File: config.mk
export PLATFORM = sky130hd
export DESIGN_NAME = rx_hw_config_los_mute
export DESIGN_NICKNAME = d
export VERILOG_FILES = /design/src/rx_cfg_pkg.sv /design/src/rx_hw_config_los_mute.sv /design/src/pin_sync.sv /design/src/rx_mute_gate.sv
export VERILOG_INCLUDE_DIRS = /design/src
export SDC_FILE = /design/constraint.sdc
export NUM_CORES = 1
export LEC_CHECK = 0
export BUFFER_PORTS_ARGS = -buffer_cell sky130_fd_sc_hd__buf_2
export CAP_MARGIN = 0
export CORE_MARGIN = 2
export CORE_UTILIZATION = 43
export CTS_CLUSTER_DIAMETER = 60
export DETAILED_ROUTE_END_ITERATION = 12
export GPL_TIMING_DRIVEN = 0
export PLACE_DENSITY = 0.85
export SETUP_SLACK_MARGIN = 0.4
export SKIP_CTS_REPAIR_TIMING = 1
export SLEW_MARGIN = 20
export SYNTH_ARGS = -nofsm -noshare
export SYNTH_HDL_FRONTEND = slang
export SYNTH_HIERARCHICAL = 1
export SYNTH_SLANG_ARGS = --single-unit
File: constraint.sdc
create_clock -name clk_i -period 1.7 [get_ports clk_i]
set_input_delay 0 -clock clk_i [delete_from_list [all_inputs] [get_ports clk_i]]
set_output_delay 0 -clock clk_i [all_outputs]
set_load 0.1 [all_outputs]
File: src/rx_cfg_map.svh
// Address map, field positions and reset values of the receive configuration block.
// Assumes a 32-bit AHB-Lite slave where each register takes one aligned word.
`ifndef RX_CFG_MAP_SVH
`define RX_CFG_MAP_SVH

`define RX_NUM_CH        3
`define RX_ADDR_W        8

// Byte offsets of the registers
`define OFS_CTRL         8'h00
`define OFS_STATUS       8'h04
`define OFS_INT_STATUS   8'h08
`define OFS_INT_MASK     8'h0C

// Control register fields (host mode settings)
`define CTRL_EQ_LSB      0
`define CTRL_MUTE_BIT    3
`define CTRL_THR_BIT     4

// Status register fields
`define STAT_LOS_LSB     0
`define STAT_HOST_BIT    3
`define STAT_EQ_LSB      4
`define STAT_MUTE_BIT    7
`define STAT_THR_BIT     8
`define STAT_FAST_BIT    9

// Interrupt status and mask fields: one bit per channel
`define INT_LOS_LSB      0

// Reset values
`define CTRL_EQ_RST_BIT  1'b1
`define CTRL_MUTE_RST    1'b0
`define CTRL_THR_RST     1'b0
`define INT_MASK_RST_BIT 1'b0
`define THR_OUT_RST      1'b0

`endif

File: src/rx_cfg_pkg.sv
// Types shared by the receive configuration block and its testbench.
// Assumes the map header supplies all numeric offsets and positions.
package rx_cfg_pkg;

	typedef logic [31:0] word_t;

	// AHB-Lite transfer types
	typedef enum logic [1:0] {
		HT_IDLE   = 2'b00,
		HT_BUSY   = 2'b01,
		HT_NONSEQ = 2'b10,
		HT_SEQ    = 2'b11
	} htrans_e;

endpackage

File: src/rx_hw_config_los_mute.sv
// Receive-side configuration decode with loss-of-signal muting and an AHB-Lite register slave.
// Assumes one 20 MHz clock; loss flags, channel rate modes and recovered data arrive on it.
//
// Function
// RULE1: With muting enabled, a channel in loss of signal drives both data outputs low.
// RULE2: With muting disabled, recovered data passes unchanged despite loss of signal.
// RULE3: In host mode the shared mute pin becomes the interrupt request output.
// RULE4: One mute setting governs all three channels together.
// RULE5: Each channel's equalizer follows its own enable input, high enables.
// RULE6: In host mode equalizer enable pins are ignored; board ties them low.
// RULE7: The far side should normally hold equalizer enable pins high.
// RULE8: Threshold select picks one of two threshold sets for all channels.
// RULE9: Threshold select acts only when some channel runs DS3 or STS-1.
// RULE10: Muting starts and stops on data clock edges aligned with the loss flag.
//
// The implementer's own choices: register access over AHB-Lite and the address map.
`timescale 1ns/1ps
`default_nettype none
`include "rx_cfg_map.svh"

module rx_hw_config_los_mute #(
	parameter int unsigned NUM_CH = `RX_NUM_CH
) (
	input  wire logic               clk_i,
	input  wire logic               rst_n_i,
	// AHB-Lite slave
	input  wire logic               hsel_i,
	input  wire logic [31:0]        haddr_i,
	input  wire logic [1:0]         htrans_i,
	input  wire logic               hwrite_i,
	input  wire logic [2:0]         hsize_i,
	input  wire rx_cfg_pkg::word_t  hwdata_i,
	input  wire logic               hready_i,
	output rx_cfg_pkg::word_t       hrdata_o,
	output logic                    hreadyout_o,
	output logic                    hresp_o,
	// Configuration pins
	input  wire logic               host_mode_pin_i,
	input  wire logic [NUM_CH-1:0]  rx_eq_enable_pin_i,
	input  wire logic               los_threshold_select_i,
	input  wire logic               los_mute_enable_i,
	output logic                    los_mute_enable_o,
	output logic                    los_mute_enable_oe_o,
	// Receive path, same clock
	input  wire logic [NUM_CH-1:0]  ch_fast_rate_i,
	input  wire logic [NUM_CH-1:0]  los_i,
	input  wire logic [NUM_CH-1:0]  rec_pos_i,
	input  wire logic [NUM_CH-1:0]  rec_neg_i,
	output logic      [NUM_CH-1:0]  rx_positive_data_o,
	output logic      [NUM_CH-1:0]  rx_negative_data_o,
	output logic      [NUM_CH-1:0]  rx_eq_on_o,
	output logic                    los_threshold_sel_o,
	output logic                    irq_o
);
	import rx_cfg_pkg::*;

	// Synchronised pin levels
	logic              host_level;
	logic [NUM_CH-1:0] eq_pin_level;
	logic              thr_pin_level;
	logic              mute_pin_level;

	// Software registers
	logic [NUM_CH-1:0] ctrl_eq_q;
	logic              ctrl_mute_q;
	logic              ctrl_thr_q;
	logic [NUM_CH-1:0] int_stat_q;
	logic [NUM_CH-1:0] int_stat_d;
	logic [NUM_CH-1:0] int_mask_q;

	// Applied configuration
	logic              mute_en_q;
	logic              thr_d;
	logic [NUM_CH-1:0] los_prev_q;
	logic [NUM_CH-1:0] muted;

	// Bus data phase state
	logic                 dph_wr_q;
	logic [`RX_ADDR_W-1:0] dph_addr_q;
	word_t                rdata_mux;
	word_t                stat_word;

	// All pins cross into clk_i through two flops before use
	// Straps and the shared mute pin change with no regard to clk_i; a single flop could
	// let a metastable level reach the decode, so two are spent on every pin
	pin_sync #(.WIDTH(NUM_CH + 3)) u_pin_sync (
		.clk_i   (clk_i),
		.rst_n_i (rst_n_i),
		.pin_i   ({host_mode_pin_i, los_threshold_select_i, los_mute_enable_i, rx_eq_enable_pin_i}),
		.level_o ({host_level, thr_pin_level, mute_pin_level, eq_pin_level})
	);

	// Source selection: pins in hardware mode, registers in host mode
	// In host mode the eq, mute and threshold pins are ignored and the shared mute pin
	// turns into the interrupt output, so its level never feeds the mute decode
	wire [NUM_CH-1:0] eq_src   = host_level ? ctrl_eq_q   : eq_pin_level;   // RULE5 RULE6
	wire              mute_src = host_level ? ctrl_mute_q : mute_pin_level; // RULE3
	wire              thr_src  = host_level ? ctrl_thr_q  : thr_pin_level;
	wire              any_fast = |ch_fast_rate_i;

	// Threshold select is frozen unless some channel runs a fast rate
	// Holding the last applied set avoids a threshold step while no channel uses it,
	// at the cost of a stale select if the pin moved in the meantime
	assign thr_d = any_fast ? thr_src : los_threshold_sel_o; // RULE8 RULE9

	// Loss-of-signal rise events feed the sticky interrupt status
	// Rising edges only: a loss that stays declared raises one event, not one per cycle
	wire [NUM_CH-1:0] los_set = los_i & ~los_prev_q;

	// Address phase capture and register decode
	// Only the low address byte is decoded, so upper address bits alias onto the same words;
	// the data phase follows every accepted address phase by exactly one cycle
	wire              addr_take = hsel_i & hready_i & (htrans_i == HT_NONSEQ || htrans_i == HT_SEQ);
	wire [`RX_ADDR_W-1:0] a_addr = haddr_i[`RX_ADDR_W-1:0];
	wire              wr_ctrl   = dph_wr_q & (dph_addr_q == `OFS_CTRL);
	wire              wr_istat  = dph_wr_q & (dph_addr_q == `OFS_INT_STATUS);
	wire              wr_imask  = dph_wr_q & (dph_addr_q == `OFS_INT_MASK);
	wire [NUM_CH-1:0] istat_clr = wr_istat ? hwdata_i[`INT_LOS_LSB +: NUM_CH] : '0;

	// Set wins over a write-one clear in the same cycle
	// A clear that meets a new event keeps the event, so software never misses a loss
	assign int_stat_d = (int_stat_q & ~istat_clr) | los_set;

	// Interrupt level from the next status value, so it stands one cycle after an event
	wire irq_d = |(int_stat_d & int_mask_q);

	// Status word shows the applied configuration and live loss flags
	always_comb begin
		stat_word = '0;
		stat_word[`STAT_LOS_LSB +: NUM_CH] = los_i;
		stat_word[`STAT_HOST_BIT]          = host_level;
		stat_word[`STAT_EQ_LSB +: NUM_CH]  = rx_eq_on_o;
		stat_word[`STAT_MUTE_BIT]          = mute_en_q;
		stat_word[`STAT_THR_BIT]           = los_threshold_sel_o;
		stat_word[`STAT_FAST_BIT]          = any_fast;
	end

	// Read multiplexer; unmapped offsets read as zero
	always_comb begin
		rdata_mux = '0;
		unique case (a_addr)
			`OFS_CTRL: begin
				rdata_mux[`CTRL_EQ_LSB +: NUM_CH] = ctrl_eq_q;
				rdata_mux[`CTRL_MUTE_BIT]         = ctrl_mute_q;
				rdata_mux[`CTRL_THR_BIT]          = ctrl_thr_q;
			end
			`OFS_STATUS: begin
				rdata_mux = stat_word;
			end
			`OFS_INT_STATUS: begin
				rdata_mux[`INT_LOS_LSB +: NUM_CH] = int_stat_q;
			end
			`OFS_INT_MASK: begin
				rdata_mux[`INT_LOS_LSB +: NUM_CH] = int_mask_q;
			end
			default: begin
				rdata_mux = '0;
			end
		endcase
	end

	// Bus slave: zero wait states, always OKAY
	// Read data is zero outside a read data phase, which keeps stale words off the bus;
	// zero wait states let back-to-back transfers run at one per cycle
	always_ff @(posedge clk_i or negedge rst_n_i) begin
		if (!rst_n_i) begin
			dph_wr_q    <= 1'b0;
			dph_addr_q  <= '0;
			hrdata_o    <= '0;
			hreadyout_o <= 1'b1;
			hresp_o     <= 1'b0;
		end else begin
			dph_wr_q    <= addr_take & hwrite_i;
			dph_addr_q  <= a_addr;
			hrdata_o    <= (addr_take & ~hwrite_i) ? rdata_mux : '0;
			hreadyout_o <= 1'b1;
			hresp_o     <= 1'b0;
		end
	end

	// Control register: equalizers default on, as most boards want
	always_ff @(posedge clk_i or negedge rst_n_i) begin
		if (!rst_n_i) begin
			ctrl_eq_q   <= {NUM_CH{`CTRL_EQ_RST_BIT}};
			ctrl_mute_q <= `CTRL_MUTE_RST;
			ctrl_thr_q  <= `CTRL_THR_RST;
		end else if (wr_ctrl) begin
			ctrl_eq_q   <= hwdata_i[`CTRL_EQ_LSB +: NUM_CH];
			ctrl_mute_q <= hwdata_i[`CTRL_MUTE_BIT];
			ctrl_thr_q  <= hwdata_i[`CTRL_THR_BIT];
		end
	end

	// Interrupt mask and sticky status
	// The previous loss level is reset low, the idle level of the flag, so no false event follows reset
	always_ff @(posedge clk_i or negedge rst_n_i) begin
		if (!rst_n_i) begin
			int_mask_q <= {NUM_CH{`INT_MASK_RST_BIT}};
			int_stat_q <= '0;
			los_prev_q <= '0;
		end else begin
			if (wr_imask) begin
				int_mask_q <= hwdata_i[`INT_LOS_LSB +: NUM_CH];
			end
			int_stat_q <= int_stat_d;
			los_prev_q <= los_i;
		end
	end

	// Applied configuration and the shared pin; in host mode the pin carries the interrupt
	// Every applied setting leaves a flop, so the analog sections never see a decode glitch,
	// and the output enable follows the synchronised strap so the pin never fights the board
	always_ff @(posedge clk_i or negedge rst_n_i) begin
		if (!rst_n_i) begin
			rx_eq_on_o           <= '0;
			mute_en_q            <= 1'b0;
			los_threshold_sel_o  <= `THR_OUT_RST;
			irq_o                <= 1'b0;
			los_mute_enable_o    <= 1'b0;
			los_mute_enable_oe_o <= 1'b0;
		end else begin
			rx_eq_on_o           <= eq_src;             // RULE5 RULE6
			mute_en_q            <= mute_src;           // RULE4
			los_threshold_sel_o  <= thr_d;              // RULE8 RULE9
			irq_o                <= irq_d;
			los_mute_enable_o    <= host_level & irq_d; // RULE3
			los_mute_enable_oe_o <= host_level;         // RULE3
		end
	end

	// One gate per channel, all fed by the same mute setting
	// The recovered clock is modelled by clk_i, so each gate flop sits in this same domain
	for (genvar ch = 0; ch < NUM_CH; ch++) begin : g_gate
		rx_mute_gate u_gate (
			.clk_i     (clk_i),
			.rst_n_i   (rst_n_i),
			.mute_en_i (mute_en_q),
			.los_i     (los_i[ch]),
			.pos_i     (rec_pos_i[ch]),
			.neg_i     (rec_neg_i[ch]),
			.pos_o     (rx_positive_data_o[ch]),
			.neg_o     (rx_negative_data_o[ch]),
			.muted_o   (muted[ch])
		); // RULE4 RULE10
	end
endmodule

`default_nettype wire

File: src/pin_sync.sv
// Two-flop synchroniser for level inputs that arrive from device pins.
// Assumes the inputs are quasi-static levels; the first stage feeds only the second.
`timescale 1ns/1ps
`default_nettype none

module pin_sync #(
	parameter int unsigned WIDTH = 1
) (
	input  wire logic             clk_i,
	input  wire logic             rst_n_i,
	input  wire logic [WIDTH-1:0] pin_i,
	output logic      [WIDTH-1:0] level_o
);

	logic [WIDTH-1:0] meta_q;

	// Two stages; nothing but the second stage reads meta_q
	always_ff @(posedge clk_i or negedge rst_n_i) begin
		if (!rst_n_i) begin
			meta_q  <= '0;
			level_o <= '0;
		end else begin
			meta_q  <= pin_i;
			level_o <= meta_q;
		end
	end

endmodule

`default_nettype wire

File: src/rx_mute_gate.sv
// Per-channel gate that forces recovered data low while loss of signal is declared.
// Assumes data and the loss flag are on clk_i, which stands in for the recovered clock.
`timescale 1ns/1ps
`default_nettype none

module rx_mute_gate (
	input  wire logic clk_i,
	input  wire logic rst_n_i,
	input  wire logic mute_en_i,
	input  wire logic los_i,
	input  wire logic pos_i,
	input  wire logic neg_i,
	output logic      pos_o,
	output logic      neg_o,
	output logic      muted_o
);

	wire mute_now = mute_en_i & los_i;

	// Gate sits in the data register so muting edges line up with the flag
	always_ff @(posedge clk_i or negedge rst_n_i) begin
		if (!rst_n_i) begin
			pos_o   <= 1'b0;
			neg_o   <= 1'b0;
			muted_o <= 1'b0;
		end else begin
			pos_o   <= pos_i & ~mute_now; // RULE1 RULE2 RULE10
			neg_o   <= neg_i & ~mute_now; // RULE1 RULE2 RULE10
			muted_o <= mute_now;
		end
	end
endmodule

`default_nettype wire

After elaboration in Yosys (flattened, before gate mapping)
Index checks and enable logic that the tools add are counted.
{"block": "op_classes", "bitwise_logic": 27, "n_mux": 8, "eq_ne": 7, "reduce_logical": 5}
{"op": "$eq 8x4->1 const B", "n": 4}
{"op": "$mux 32", "n": 1}
{"op": "$and 1x1->1", "n": 17}
{"op": "$logic_not 8->1", "n": 2}
{"op": "$pmux 3 s4", "n": 1}
{"op": "$and 3x3->3", "n": 3}
{"op": "$eq 8x3->1 const B", "n": 1}
{"op": "$mux 3", "n": 2}
{"op": "$not 3->3", "n": 2}
{"op": "$reduce_or 3->1", "n": 2}
{"op": "$mux 5", "n": 1}
{"op": "$eq 2x2->1 const B", "n": 2}
{"op": "$not 1->1", "n": 4}
{"op": "$pmux 2 s2", "n": 1}
{"op": "$or 3x3->3", "n": 1}
{"op": "$mux 1", "n": 2}
{"op": "$logic_or 1x1->1", "n": 1}
{"block": "word_totals", "word_cells": 70, "output_inout_bits": 47, "in_bits": 92, "reg_bits": 81}

Depth between registers and ports, before layout
Gate-level depths: netlist (run 1).
{"block": "logic_depth", "ltp_word": 9, "depth_mapped": 4}

By module
The synthesis (run 1) kept the hierarchy.
{"mod": "rx_hw_config_los_mute", "seq_area_each_um2": 1029.7, "cells_per_inst": 134, "instances": 1, "area_per_inst_um2": 1756.7}
{"mod": "pin_sync", "seq_area_each_um2": 300.3, "cells_per_inst": 12, "instances": 1, "area_per_inst_um2": 300.3}
{"mod": "rx_mute_gate", "seq_area_each_um2": 75.1, "cells_per_inst": 6, "instances": 3, "area_per_inst_um2": 96.3}

Worst setup path before layout (run 1)
OpenSTA, ideal clock, no wires.
{"block": "synth_timing", "kind": "register to register", "startpoint": "register dph_addr_q[4]", "endpoint": "register irq_o", "t_required_ps": 1569, "t_arrival_ps": 1366, "path_buffers": 0, "synth_period_minus_slack_ps": 1497, "path_slack_ps": 203, "stages_incl_launch_ff": 5, "cell_sequence": "dfrtp_1 > nor4b_4 > a41oi_1 > o21a_1 > or3_1"}
{"block": "synth_between", "elab_chain_len": 8}
{"item": "from (decl)", "line_no": "rx_hw_config_los_mute.sv:79", "rtl": "logic [`RX_ADDR_W-1:0] dph_addr_q;"}
{"item": "from (signal assigned)", "line_no": "rx_hw_config_los_mute.sv:174", "rtl": "dph_addr_q <= a_addr;"}
{"item": "$eq 8x4->1 (no line)"}
{"item": "$and 1x1->1", "line_no": "rx_hw_config_los_mute.sv:116", "rtl": "wire wr_istat = dph_wr_q & (dph_addr_q == `OFS_INT_STATUS);"}
{"item": "$mux 3", "line_no": "rx_hw_config_los_mute.sv:118", "rtl": "wire [NUM_CH-1:0] istat_clr = wr_istat ? hwdata_i[`INT_LOS_LSB +: NUM_CH] : '0;"}
{"item": "$not 3->3", "line_no": "rx_hw_config_los_mute.sv:122", "rtl": "assign int_stat_d = (int_stat_q & ~istat_clr) | los_set;"}
{"item": "$and 3x3->3", "line_no": "rx_hw_config_los_mute.sv:122"}
{"item": "$or 3x3->3", "line_no": "rx_hw_config_los_mute.sv:122"}
{"item": "$and 3x3->3", "line_no": "rx_hw_config_los_mute.sv:125", "rtl": "wire irq_d = |(int_stat_d & int_mask_q);"}
{"item": "$reduce_or 3->1", "line_no": "rx_hw_config_los_mute.sv:125"}
{"item": "via irq_d", "line_no": "rx_hw_config_los_mute.sv:125"}
{"item": "to (signal assigned)", "line_no": "rx_hw_config_los_mute.sv:225", "rtl": "irq_o <= irq_d;"}
{"item": "to (decl)", "line_no": "rx_hw_config_los_mute.sv:53", "rtl": "output logic irq_o"}
The timed path passes the listed nets, and every way through them passes these cells.
A chain may end at the register's enable or synchronous reset.

Final worst setup path (run 1)
Ends and elaborated chain as after synthesis.

==> results by group, run 1 <==
Pwr
  – PD cells: roughly 1000 nW/um2
  – VDD IR max: ~0.58 mV
  – Leakage Power: 1.63 nW

Placed design
  – IO Port Bufs: between 50 and 60
  – Pre-CTS setup slack: about 0.077 ns
  – GPL Wtd Cong: slightly above 0.8
  – HPWL Detailed: roughly 2900 um

Route
  – Final ANT Viol Nets: 0
  – DRC: 0
  – Wirelength per Cell: roughly 12 um
  – Starting DRT DRC Count: a little over 60
  – Routed Wire Length: between 4000 and 5000 um
  – Vias: between 1500 and 2000
  – Via/cell ratio: about 4.2
  – First-pass DRT Iterations: 4

Finish
  – Diode count: 0
  – Synthesis-to-finish area growth: 45.7%
  – Nets: around 380
  – Share of layout cells above drive strength 1: 44.2%

Timing
  – Slew @ Worst Pin: 0.713 ns
  – Setup Skew: roughly 0.0067 ns
  – Final WS setup: 0.0764 ns
  – Fin crit period: roughly 1.6 ns
  – RSZ-0062 raised after global routing: yes
  – Final Hold Viols: 0
  – Slew HR: 52.5%
  – Fin crit share: a little over nine tenths
  – Final slew viol count: 0
  – Max Clk Rate: approximately 0.6 GHz
  – Final setup viols: 0
  – Post-Route Setup TNS: 0 ns

Clock network
  – CTS tree: yes
  – CTS H-Tree Depth: 3
  – Clk buf depth: 2
  – Num CTS Buffers: 9
  – Clk sinks: between 50 and 60
  – Clock insertion delay at the later pin of the skew report: between 0.3 and 0.4 ns
  – Clock-pin slew on the worst setup and hold paths: around 0.06 ns
  – Clock Root Buffer: clkbuf_8

Worst setup path
  – CP startpoint kind: flip-flop
  – Critical-path cell list: nor4b_4, buf_4, and3_4, a21oi_1, or3_1
  – Critical path's slowest cell: dfrtp_1
  – Worst EP required: 1.90 ns
  – Buf/Inv on CP: 1
  – Critical Path Sink Type: flip-flop
  – Delay-heaviest family, CP: simple AND/OR/NAND/NOR gates
  – Worst path max stage delay: between 0.3 and 0.4 ns
  – CP Class: flip-flop to flip-flop
  – Reg2Reg Depth: 5
  – Arrival time worst endpoint: around 1.8 ns
  – Critical path peak fanout: 3
  – Critical Path Stages: 5

GRT
  – Number of global-route vias before repair: roughly 1400
  – GRT Overall Usage: roughly 15%
  – First-pass GRT wire length: about 6500 um
  – Congestion Overflow GR: 0
  – Initial antenna violation count: 0
  – Largest net degree at the start of global routing: 60

Synth
  – Gate Count Post-Synth: 158
  – Avg Synthesized Cell Area: 14.3 um2
  – Mapped Area: 2250 um2
  – Synth warn: 6

Floorplan
  – Std-Cell Core Area: 5070 um2
  – Std-Cell Rows: 26
  – Die ar.: around 6000 um2
  – Chip Height: 76.4 um
  – Initial Utilization: around 44%
  – Die width: approximately 76 um
  – # IOs: between 100 and 150

Outcome
  – Outcome: completed

Hold path
  – Worst min-delay path category: primary input to flip-flop
  – Worst Hold Depth: 3

Job
  – MaxCap Viol Count: 0
## flip-flops by register name, indices dropped and copies added, names as in the netlist, 6 cells and up
signal and count:
hrdata_o 10, u_pin_sync/level_o 6, u_pin_sync/meta_q 6, dph_addr_q 8
## report_power, final
| part | switching, mW | total (mW) | internal, mW | leakage [nW] |
|---|---|---|---|---|
| Sequential | 0.0228 | 1.48 | 1.46 | 0.710 |
| Clock | 0.528 | 1.09 | 0.560 | 0.0851 |
| Combinational | 0.464 | 0.632 | 0.168 | 0.837 |
## metal layers
metal / GRT usage [%] / vias up / share of wire, %
met1: 18.2 / 703 / 42
met3: 5.92 / 8 / 6.5
met5: 0 / - / 0
met2: 23.6 / 62 / 50
li1: - / 753 / -
met4: 7.09 / 0 / 1.6
## path summary, 6_finish.rpt
check,startpoint,end,slack [ns]
max,dph_addr_q[4]$_DFF_PN0_,irq_o$_DFF_PN0_,0.08
min,hready_i,dph_wr_q$_DFF_PN0_,0.05
max reg2reg,dph_addr_q[4]$_DFF_PN0_,irq_o$_DFF_PN0_,0.08
min reg2reg,u_pin_sync/meta_q[0]$_DFF_PN0_,u_pin_sync/level_o[0]$_DFF_PN0_,0.35
max in group asynchronous,rst_n_i,mute_en_q$_DFF_PN0_,0.96
min in group asynchronous,rst_n_i,g_gate[2].u_gate/pos_o$_DFF_PN0_,0.26
## per-stage QoR
stage	instances	hold slack [ns]	instance area, um2	total power, mW	utilization [%]
6_report	362	0.0502	3280	3.20	64.6
5_1_grt	362	0.0740	3280	3.34	64.6
4_1_cts	325	-0.271	2900	3.17	57.1
3_5_place_dp	309	0.0966	2730	2.08	53.7
3_3_place_gp	309	0.109	2730	2.07	53.7
2_1_floorplan	180	-0.296	2340	1.96	-
## worst reg2reg max path: cells and delay by family (launching register included)
family	cells	cell delay, ns
compound gates	1	0.06
simple gates	3	0.87
flops	1	0.39
buf+inv	1	0.18
## area by class of cell
cell class                 count  area, um2
clock buffer                  11        141
tap                           70       87.6
fill                         424       1790
timing repair buffer          96        662
clock inverter                 5       30.0
inverter                       1       3.75
multi-input combinational     94        687
sequential                    59       1480
buffer                        26        189
## cells in the final DEF, fill, tap and decap left out, types with 5 or more instances in the layout
cell,count
dfrtp_1,56
o21ai_0,5
buf_4,28
mux2_2,12
nor2b_1,10
dlygate4sd3_1,33
buf_2,59
clkbuf_8,10
and2_1,5
a21boi_1,6
conb_1,24
(Power assumes the default switching activity.)
==> run 2: changes to the inputs <==
--- a/config.mk
+++ b/config.mk
@@ -14,7 +14,6 @@
 export DETAILED_ROUTE_END_ITERATION = 12
 export GPL_TIMING_DRIVEN = 0
 export PLACE_DENSITY = 0.85
-export SETUP_SLACK_MARGIN = 0.4
 export SKIP_CTS_REPAIR_TIMING = 1
 export SLEW_MARGIN = 20
 export SYNTH_ARGS = -nofsm -noshare
==> run 2 against run 1 <==
Compared with the run above:
- global-route usage decreased by 0.26 points
- sequential power about the same
- final cell count decreased by 0.83%
- hold slack improved by 0.027 ns
- first-iteration DRC count increased by 9.7%
- critical path type unchanged
- largest cell class unchanged
- largest power group unchanged
- highest routed layer unchanged
==> results by group, run 2 (synthesis results as in run 1) <==
Outcome
  – Outcome: completed (unchanged)

Finish
  – Max FFs per register: 10 (unchanged)
  – Synthesis-to-finish area growth: 46.3% (was 45.7%)
  – Diode count: 0 (unchanged)
  – Most common cell after layout, fill and taps aside: buf_2 (unchanged)
  – Most frequent cells in the layout: buf_2 (59), dfrtp_1 (56), dlygate4sd3_1 (34) (was buf_2 (59), dfrtp_1 (56), dlygate4sd3_1 (33))
  – Nets: 376 (was 379)
  – Most flops, register: hrdata_o (unchanged)
  – Share of layout cells above drive strength 1: 42.2% (was 44.2%)
  – Finished Cell Area: 3290 um2 (was 3280 um2)
  – Top Registers: hrdata_o (10), dph_addr_q (8) (unchanged)

Floorplan
  – Initial Utilization: 44.4% (unchanged)
  – Chip Height: 76.4 um (unchanged)
  – Die ar.: 5830 um2 (unchanged)
  – # IOs: 139 (unchanged)
  – Die width: 76.4 um (unchanged)
  – Std-Cell Core Area: 5070 um2 (unchanged)
  – Std-Cell Rows: 26 (unchanged)

Timing
  – Fin crit share: 94.5% (was 95.5%)
  – Final setup viols: 0 (unchanged)
  – Slew HR: 52.7% (was 52.5%)
  – RSZ-0062 raised after global routing: no (was yes)
  – Post-Route Setup TNS: 0 ns (unchanged)
  – Hold slack: 0.0773 ns (was 0.0502 ns)
  – Final Hold Viols: 0 (unchanged)
  – Max Clk Rate: 0.622 GHz (was 0.616 GHz)
  – Final slew viol count: 0 (unchanged)
  – Fin crit period: 1.61 ns (was 1.62 ns)
  – Slew @ Worst Pin: 0.710 ns (was 0.713 ns)
  – Setup Skew: 0.00526 ns (was 0.00667 ns)

Pwr
  – Clock Power Share: 40.0% (was 34.0%)
  – Combinational power share: 17.9% (was 19.8%)
  – Share of power burned in registers: 42.0% (was 46.3%)
  – Internal Power: 2.49 mW (was 2.18 mW)
  – Switching share of power: 29.2% (was 31.7%)
  – P_sw: 1.03 mW (was 1.01 mW)
  – PD cells: 1070 nW/um2 (was 975 nW/um2)
  – Leakage Power: 1.64 nW (was 1.63 nW)
  – VDD IR max: 0.779 mV (was 0.583 mV)

Route
  – First-pass DRT Iterations: 4 (unchanged)
  – Wirelength per Cell: 11.9 um (was 12.2 um)
  – Starting DRT DRC Count: 68 (was 62)
  – DRC: 0 (unchanged)
  – Final ANT Viol Nets: 0 (unchanged)
  – Routed Wire Length: 4260 um (was 4430 um)
  – Via/cell ratio: 4.24 (was 4.22)
  – Vias: 1522 (was 1526)

Clock network
  – CTS tree: yes (unchanged)
  – Clock-pin slew on the worst setup and hold paths: 0.06 ns (about the same)
  – CTS H-Tree Depth: 3 (unchanged)
  – Clk buf depth: 2 (unchanged)
  – Clock Root Buffer: clkbuf_8 (unchanged)
  – Clk sinks: 59 (unchanged)
  – Clock insertion delay at the later pin of the skew report: 0.33 ns (about the same)
  – Num CTS Buffers: 9 (unchanged)

GRT
  – Congestion Overflow GR: 0 (unchanged)
  – First-pass GRT wire length: 6400 um (was 6520 um)
  – Initial antenna violation count: 0 (unchanged)
  – Number of global-route vias before repair: 1366 (unchanged)
  – Largest net degree at the start of global routing: 60 (unchanged)
  – GRT Overall Usage: 14.8% (was 15.0%)

Placed design
  – IO Port Bufs: 59 (unchanged)
  – Placed cell areas: 2720 um2 (was 2730 um2)
  – HPWL Detailed: 2770 um (was 2890 um)
  – GPL Wtd Cong: 0.832 (was 0.811)

Worst setup path
  – Arrival time worst endpoint: 1.81 ns (was 1.83 ns)
  – CP Class: flip-flop to flip-flop (unchanged)
  – Worst EP required: 1.90 ns (about the same)
  – Critical Path Sink Type: flip-flop (unchanged)
  – Critical path peak fanout: 4 (was 3)
  – Critical path's slowest cell: dfrtp_1 (unchanged)
  – Worst path max stage delay: 0.40 ns (was 0.39 ns)
  – CP startpoint kind: flip-flop (unchanged)
  – Critical-path cell list: nor4b_4, a41oi_2, o21a_1, or3_1 (was nor4b_4, buf_4, and3_4, a21oi_1, or3_1)

Job
  – MaxCap Viol Count: 0 (unchanged)

Hold path
  – Worst min-delay path category: primary input to flip-flop (unchanged)
-- run 2: path summary, 6_finish.rpt --
check	from	endpoint	slack, ns	cells past startpoint
worst max-delay path	dph_addr_q[6]$_DFF_PN0_	irq_o$_DFF_PN0_	0.09	4
worst min-delay path	hready_i	dph_wr_q$_DFF_PN0_	0.08	3
worst max register to register	dph_addr_q[6]$_DFF_PN0_	irq_o$_DFF_PN0_	0.09	4
worst min register to register	u_pin_sync/meta_q[2]$_DFF_PN0_	u_pin_sync/level_o[2]$_DFF_PN0_	0.35	0
max in group asynchronous	rst_n_i	dph_addr_q[2]$_DFF_PN0_	0.96	2
min in group asynchronous	rst_n_i	g_gate[2].u_gate/neg_o$_DFF_PN0_	0.28	2
-- run 2: power by group through the flow --
stage | combinational [mW] | sequential [mW] | clock [mW]
floorplan | 0.329 | 1.63 | 0
global placement | 0.565 | 1.50 | 0
detailed placement | 0.570 | 1.50 | 0
CTS | 0.571 | 1.48 | 1.45
global route | 0.663 | 1.48 | 1.52
finish | 0.631 | 1.48 | 1.41
-- run 2: layout make-up --
type | count | area, um2
Buffer | 26 | 189
Tap cell | 70 | 87.6
Fill cell | 415 | 1780
Timing Repair Buffer | 93 | 638
Inverter | 1 | 3.75
Sequential cell | 59 | 1480
Clock buffer | 10 | 138
Multi-Input combinational cell | 94 | 669
Clock inverter | 6 | 88.8
-- run 2: worst max-delay path: cells and delay by family (launching register included) --
family | cells | cell delay (ns)
AND/OR/NAND/NOR | 2 | 0.70
flip-flops | 1 | 0.40
AO/OA/AOI/OAI | 2 | 0.38
-- run 2: metrics by stage --
| stage | util [%] | cells | power (mW) | setup WS [ns] |
|---|---|---|---|---|
| 6_report | 64.9 | 359 | 3.52 | 0.0932 |
| 5_1_grt | 64.9 | 359 | 3.67 | 0.00385 |
| 4_1_cts | 58.1 | 325 | 3.50 | 0.0675 |
| 3_5_place_dp | 53.6 | 309 | 2.07 | 0.0754 |
| 3_3_place_gp | 53.6 | 309 | 2.07 | 0.0927 |
| 2_1_floorplan | - | 180 | 1.96 | 0.203 |
-- run 2: metal layers --
metal / vias up / track usage, % / wire [um]
met2: 58 / 22.2 / 2110
met4: 0 / 6.55 / 65
met1: 711 / 18.3 / 1810
li1: 745 / - / -
met5: - / 0 / 0
met3: 8 / 6.87 / 277
==> run 3: changes to the inputs <==
--- a/config.mk
+++ b/config.mk
@@ -8,6 +8,7 @@
 export LEC_CHECK = 0
 export BUFFER_PORTS_ARGS = -buffer_cell sky130_fd_sc_hd__buf_2
 export CAP_MARGIN = 0
+export CORE_ASPECT_RATIO = 0.6
 export CORE_MARGIN = 2
 export CORE_UTILIZATION = 43
 export CTS_CLUSTER_DIAMETER = 60
@@ -20,3 +21,4 @@
 export SYNTH_HDL_FRONTEND = slang
 export SYNTH_HIERARCHICAL = 1
 export SYNTH_SLANG_ARGS = --single-unit
+export TNS_END_PERCENT = 50
==> run 3 against run 2 <==
Compared with the run above:
- the run now ends with hold timing left
- via count rose by 1.6%
- non-clock buffer count fell by 2
- cell area fell by 1.2%
- clock power fell by 6%
- utilization fell by 0.51 points
- register-to-register slack got worse by 0.08 ns
- maximum frequency fell by 4.5%
- first-iteration DRC count fell by 43%
- critical path depth did not move
- sequential share of layout area rose by 0.54 points
- largest power group unchanged
==> results by group, run 3 (synthesis results as in run 1) <==
Timing
  – Final slew viol count: 0 (unchanged)
  – Hold slack: -0.0189 ns (was 0.0773 ns)
  – Slew @ Worst Pin: 0.718 ns (was 0.710 ns)
  – Final WS setup: 0.0177 ns (was 0.0932 ns)
  – Final setup viols: 0 (unchanged)
  – Max Clk Rate: 0.594 GHz (was 0.622 GHz)
  – Fin crit period: 1.68 ns (was 1.61 ns)
  – Setup Skew: 0.00572 ns (was 0.00526 ns)
  – Final Hold Viols: 1 (was 0)
  – Slew HR: 52.2% (was 52.7%)
  – Fin crit share: 99.0% (was 94.5%)

Floorplan
  – Std-Cell Core Area: 5050 um2 (was 5070 um2)
  – Die width: 97.4 um (was 76.4 um)
  – Initial Utilization: 44.6% (was 44.4%)
  – Die ar.: 5850 um2 (was 5830 um2)
  – Chip Height: 60.1 um (was 76.4 um)
  – Std-Cell Rows: 20 (was 26)
  – # IOs: 139 (unchanged)

Placed design
  – GPL Wtd Cong: 0.747 (was 0.832)
  – HPWL Detailed: 3000 um (was 2770 um)
  – Pre-CTS setup slack: 0.0526 ns (was 0.0754 ns)
  – DP Cell Count: 305 (was 309)
  – IO Port Bufs: 59 (unchanged)
  – Placed cell areas: 2720 um2 (about the same)

Worst setup path
  – CP Class: flip-flop to flip-flop (unchanged)
  – CP startpoint kind: flip-flop (unchanged)
  – Critical path peak fanout: 3 (was 4)
  – Setup slack, reg-to-reg: 0.02 ns (was 0.09 ns)
  – Arrival time worst endpoint: 1.89 ns (was 1.81 ns)
  – Critical Path Sink Type: flip-flop (unchanged)
  – Worst EP required: 1.91 ns (was 1.90 ns)

Clock network
  – CTS H-Tree Depth: 3 (unchanged)
  – Clk buf depth: 2 (unchanged)
  – CTS tree: yes (unchanged)
  – Clock-pin slew on the worst setup and hold paths: 0.06 ns (about the same)
  – Clock insertion delay at the later pin of the skew report: 0.33 ns (about the same)
  – Num CTS Buffers: 9 (unchanged)
  – Clock Root Buffer: clkbuf_8 (unchanged)
  – Clk sinks: 59 (unchanged)

Pwr
  – Leakage Power: 1.63 nW (was 1.64 nW)
  – PD cells: 1050 nW/um2 (was 1070 nW/um2)
  – Share of power burned in registers: 43.1% (was 42.0%)
  – Switching share of power: 28.5% (was 29.2%)
  – P_sw: 0.978 mW (was 1.03 mW)
  – VDD IR max: 0.483 mV (was 0.779 mV)
  – Final Total Pwr: 3.43 mW (was 3.52 mW)
  – Clock Power Share: 38.5% (was 40.0%)
  – Combinational power share: 18.4% (was 17.9%)
  – Internal Power: 2.45 mW (was 2.49 mW)

GRT
  – Initial antenna violation count: 0 (unchanged)
  – Largest net degree at the start of global routing: 60 (unchanged)
  – First-pass GRT wire length: 6690 um (was 6400 um)
  – GRT Overall Usage: 15.7% (was 14.8%)
  – Number of global-route vias before repair: 1343 (was 1366)
  – Congestion Overflow GR: 0 (unchanged)

Finish
  – Post-Layout Cell Count: 352 (was 359)
  – Most common cell after layout, fill and taps aside: buf_2 (unchanged)
  – Most flops, register: hrdata_o (unchanged)
  – Synthesis-to-finish area growth: 44.6% (was 46.3%)
  – Max FFs per register: 10 (unchanged)
  – Top Registers: hrdata_o (10), dph_addr_q (8) (unchanged)
  – Most frequent cells in the layout: buf_2 (59), dfrtp_1 (56), dlygate4sd3_1 (32) (was buf_2 (59), dfrtp_1 (56), dlygate4sd3_1 (34))
  – Nets: 374 (was 376)
  – Finished Cell Area: 3260 um2 (was 3290 um2)
  – Share of layout cells above drive strength 1: 42.0% (was 42.2%)
  – Diode count: 0 (unchanged)

Route
  – Wirelength per Cell: 12.8 um (was 11.9 um)
  – Routed Wire Length: 4490 um (was 4260 um)
  – Final ANT Viol Nets: 0 (unchanged)
  – Via/cell ratio: 4.39 (was 4.24)
  – Vias: 1547 (was 1522)
  – Starting DRT DRC Count: 39 (was 68)
  – First-pass DRT Iterations: 4 (unchanged)
  – DRC: 0 (unchanged)

Outcome
  – Outcome: complete, but fails checks (was completed)
  – Failing checks: hold timing

Job
  – MaxCap Viol Count: 0 (unchanged)

Hold path
  – Worst min-delay path category: primary input to flip-flop (unchanged)
[run 3: changes by cell type in the layout (fill, tap and decap cells not counted), sizes merged]
cell	previous run	this run
bufinv	2	1
clkbuf	11	15
clkinv	2	0
clkinvlp	2	0
dlygate4sd3	34	32
[run 3: cell type report]
cell class                      instances  area [um2]
Sequential cell                        59        1480
Fill cell                             406        1800
Inverter                                1        3.75
Clock buffer                           14         183
Multi-Input combinational cell         94         669
Clock inverter                          1        30.0
Tap cell                               66        82.6
Timing Repair Buffer                   91         618
Buffer                                 26         189
[run 3: worst max-delay path: stages (launching register included)]
cell	delay, ns
dfrtp_1	0.38
nor3_1	0.41
a41oi_2	0.20
o21a_1	0.21
or3_1	0.37
[run 3: power groups by stage]
stage                     clock network (mW)  logic [mW]  registers (mW)
final                                   1.32       0.631            1.48
after global routing                    1.43       0.665            1.48
after CTS                               1.35       0.573            1.48
after detailed placement                   0       0.572            1.50
after global placement                     0       0.566            1.50
after floorplan                            0       0.329            1.63
[run 3: through the flow]
stage / utilization [%] / setup TNS [ns]
CTS: 57.9 / 0
global placement: 53.7 / 0
floorplan: - / 0
global route: 64.4 / -0.106
finish: 64.4 / 0
detailed placement: 53.7 / 0
[run 3: path summary, 6_finish.rpt]
path                                                      from                               to  cells past startpoint
worst max-delay path                   dph_addr_q[1]$_DFF_PN0_                  irq_o$_DFF_PN0_                      4
worst min-delay path                         ch_fast_rate_i[1]  los_threshold_sel_o$_DFFE_PN0N_                      4
worst max register to register         dph_addr_q[1]$_DFF_PN0_                  irq_o$_DFF_PN0_                      4
worst min register to register  u_pin_sync/meta_q[5]$_DFF_PN0_  u_pin_sync/level_o[5]$_DFF_PN0_                      0
max in group asynchronous                              rst_n_i          ctrl_mute_q$_DFFE_PN0P_                      2
min in group asynchronous                              rst_n_i            hrdata_o[8]$_DFF_PN0_                      2
[run 3: per-layer routing]
| metal | track usage [%] | up-vias | share of wire [%] |
|---|---|---|---|
| met5 | 0 | - | 0 |
| met2 | 22.0 | 58 | 46 |
| met4 | 4.17 | 0 | 0.69 |
| met3 | 9.01 | 3 | 7.6 |
| li1 | - | 739 | - |
| met1 | 21.0 | 747 | 45 |
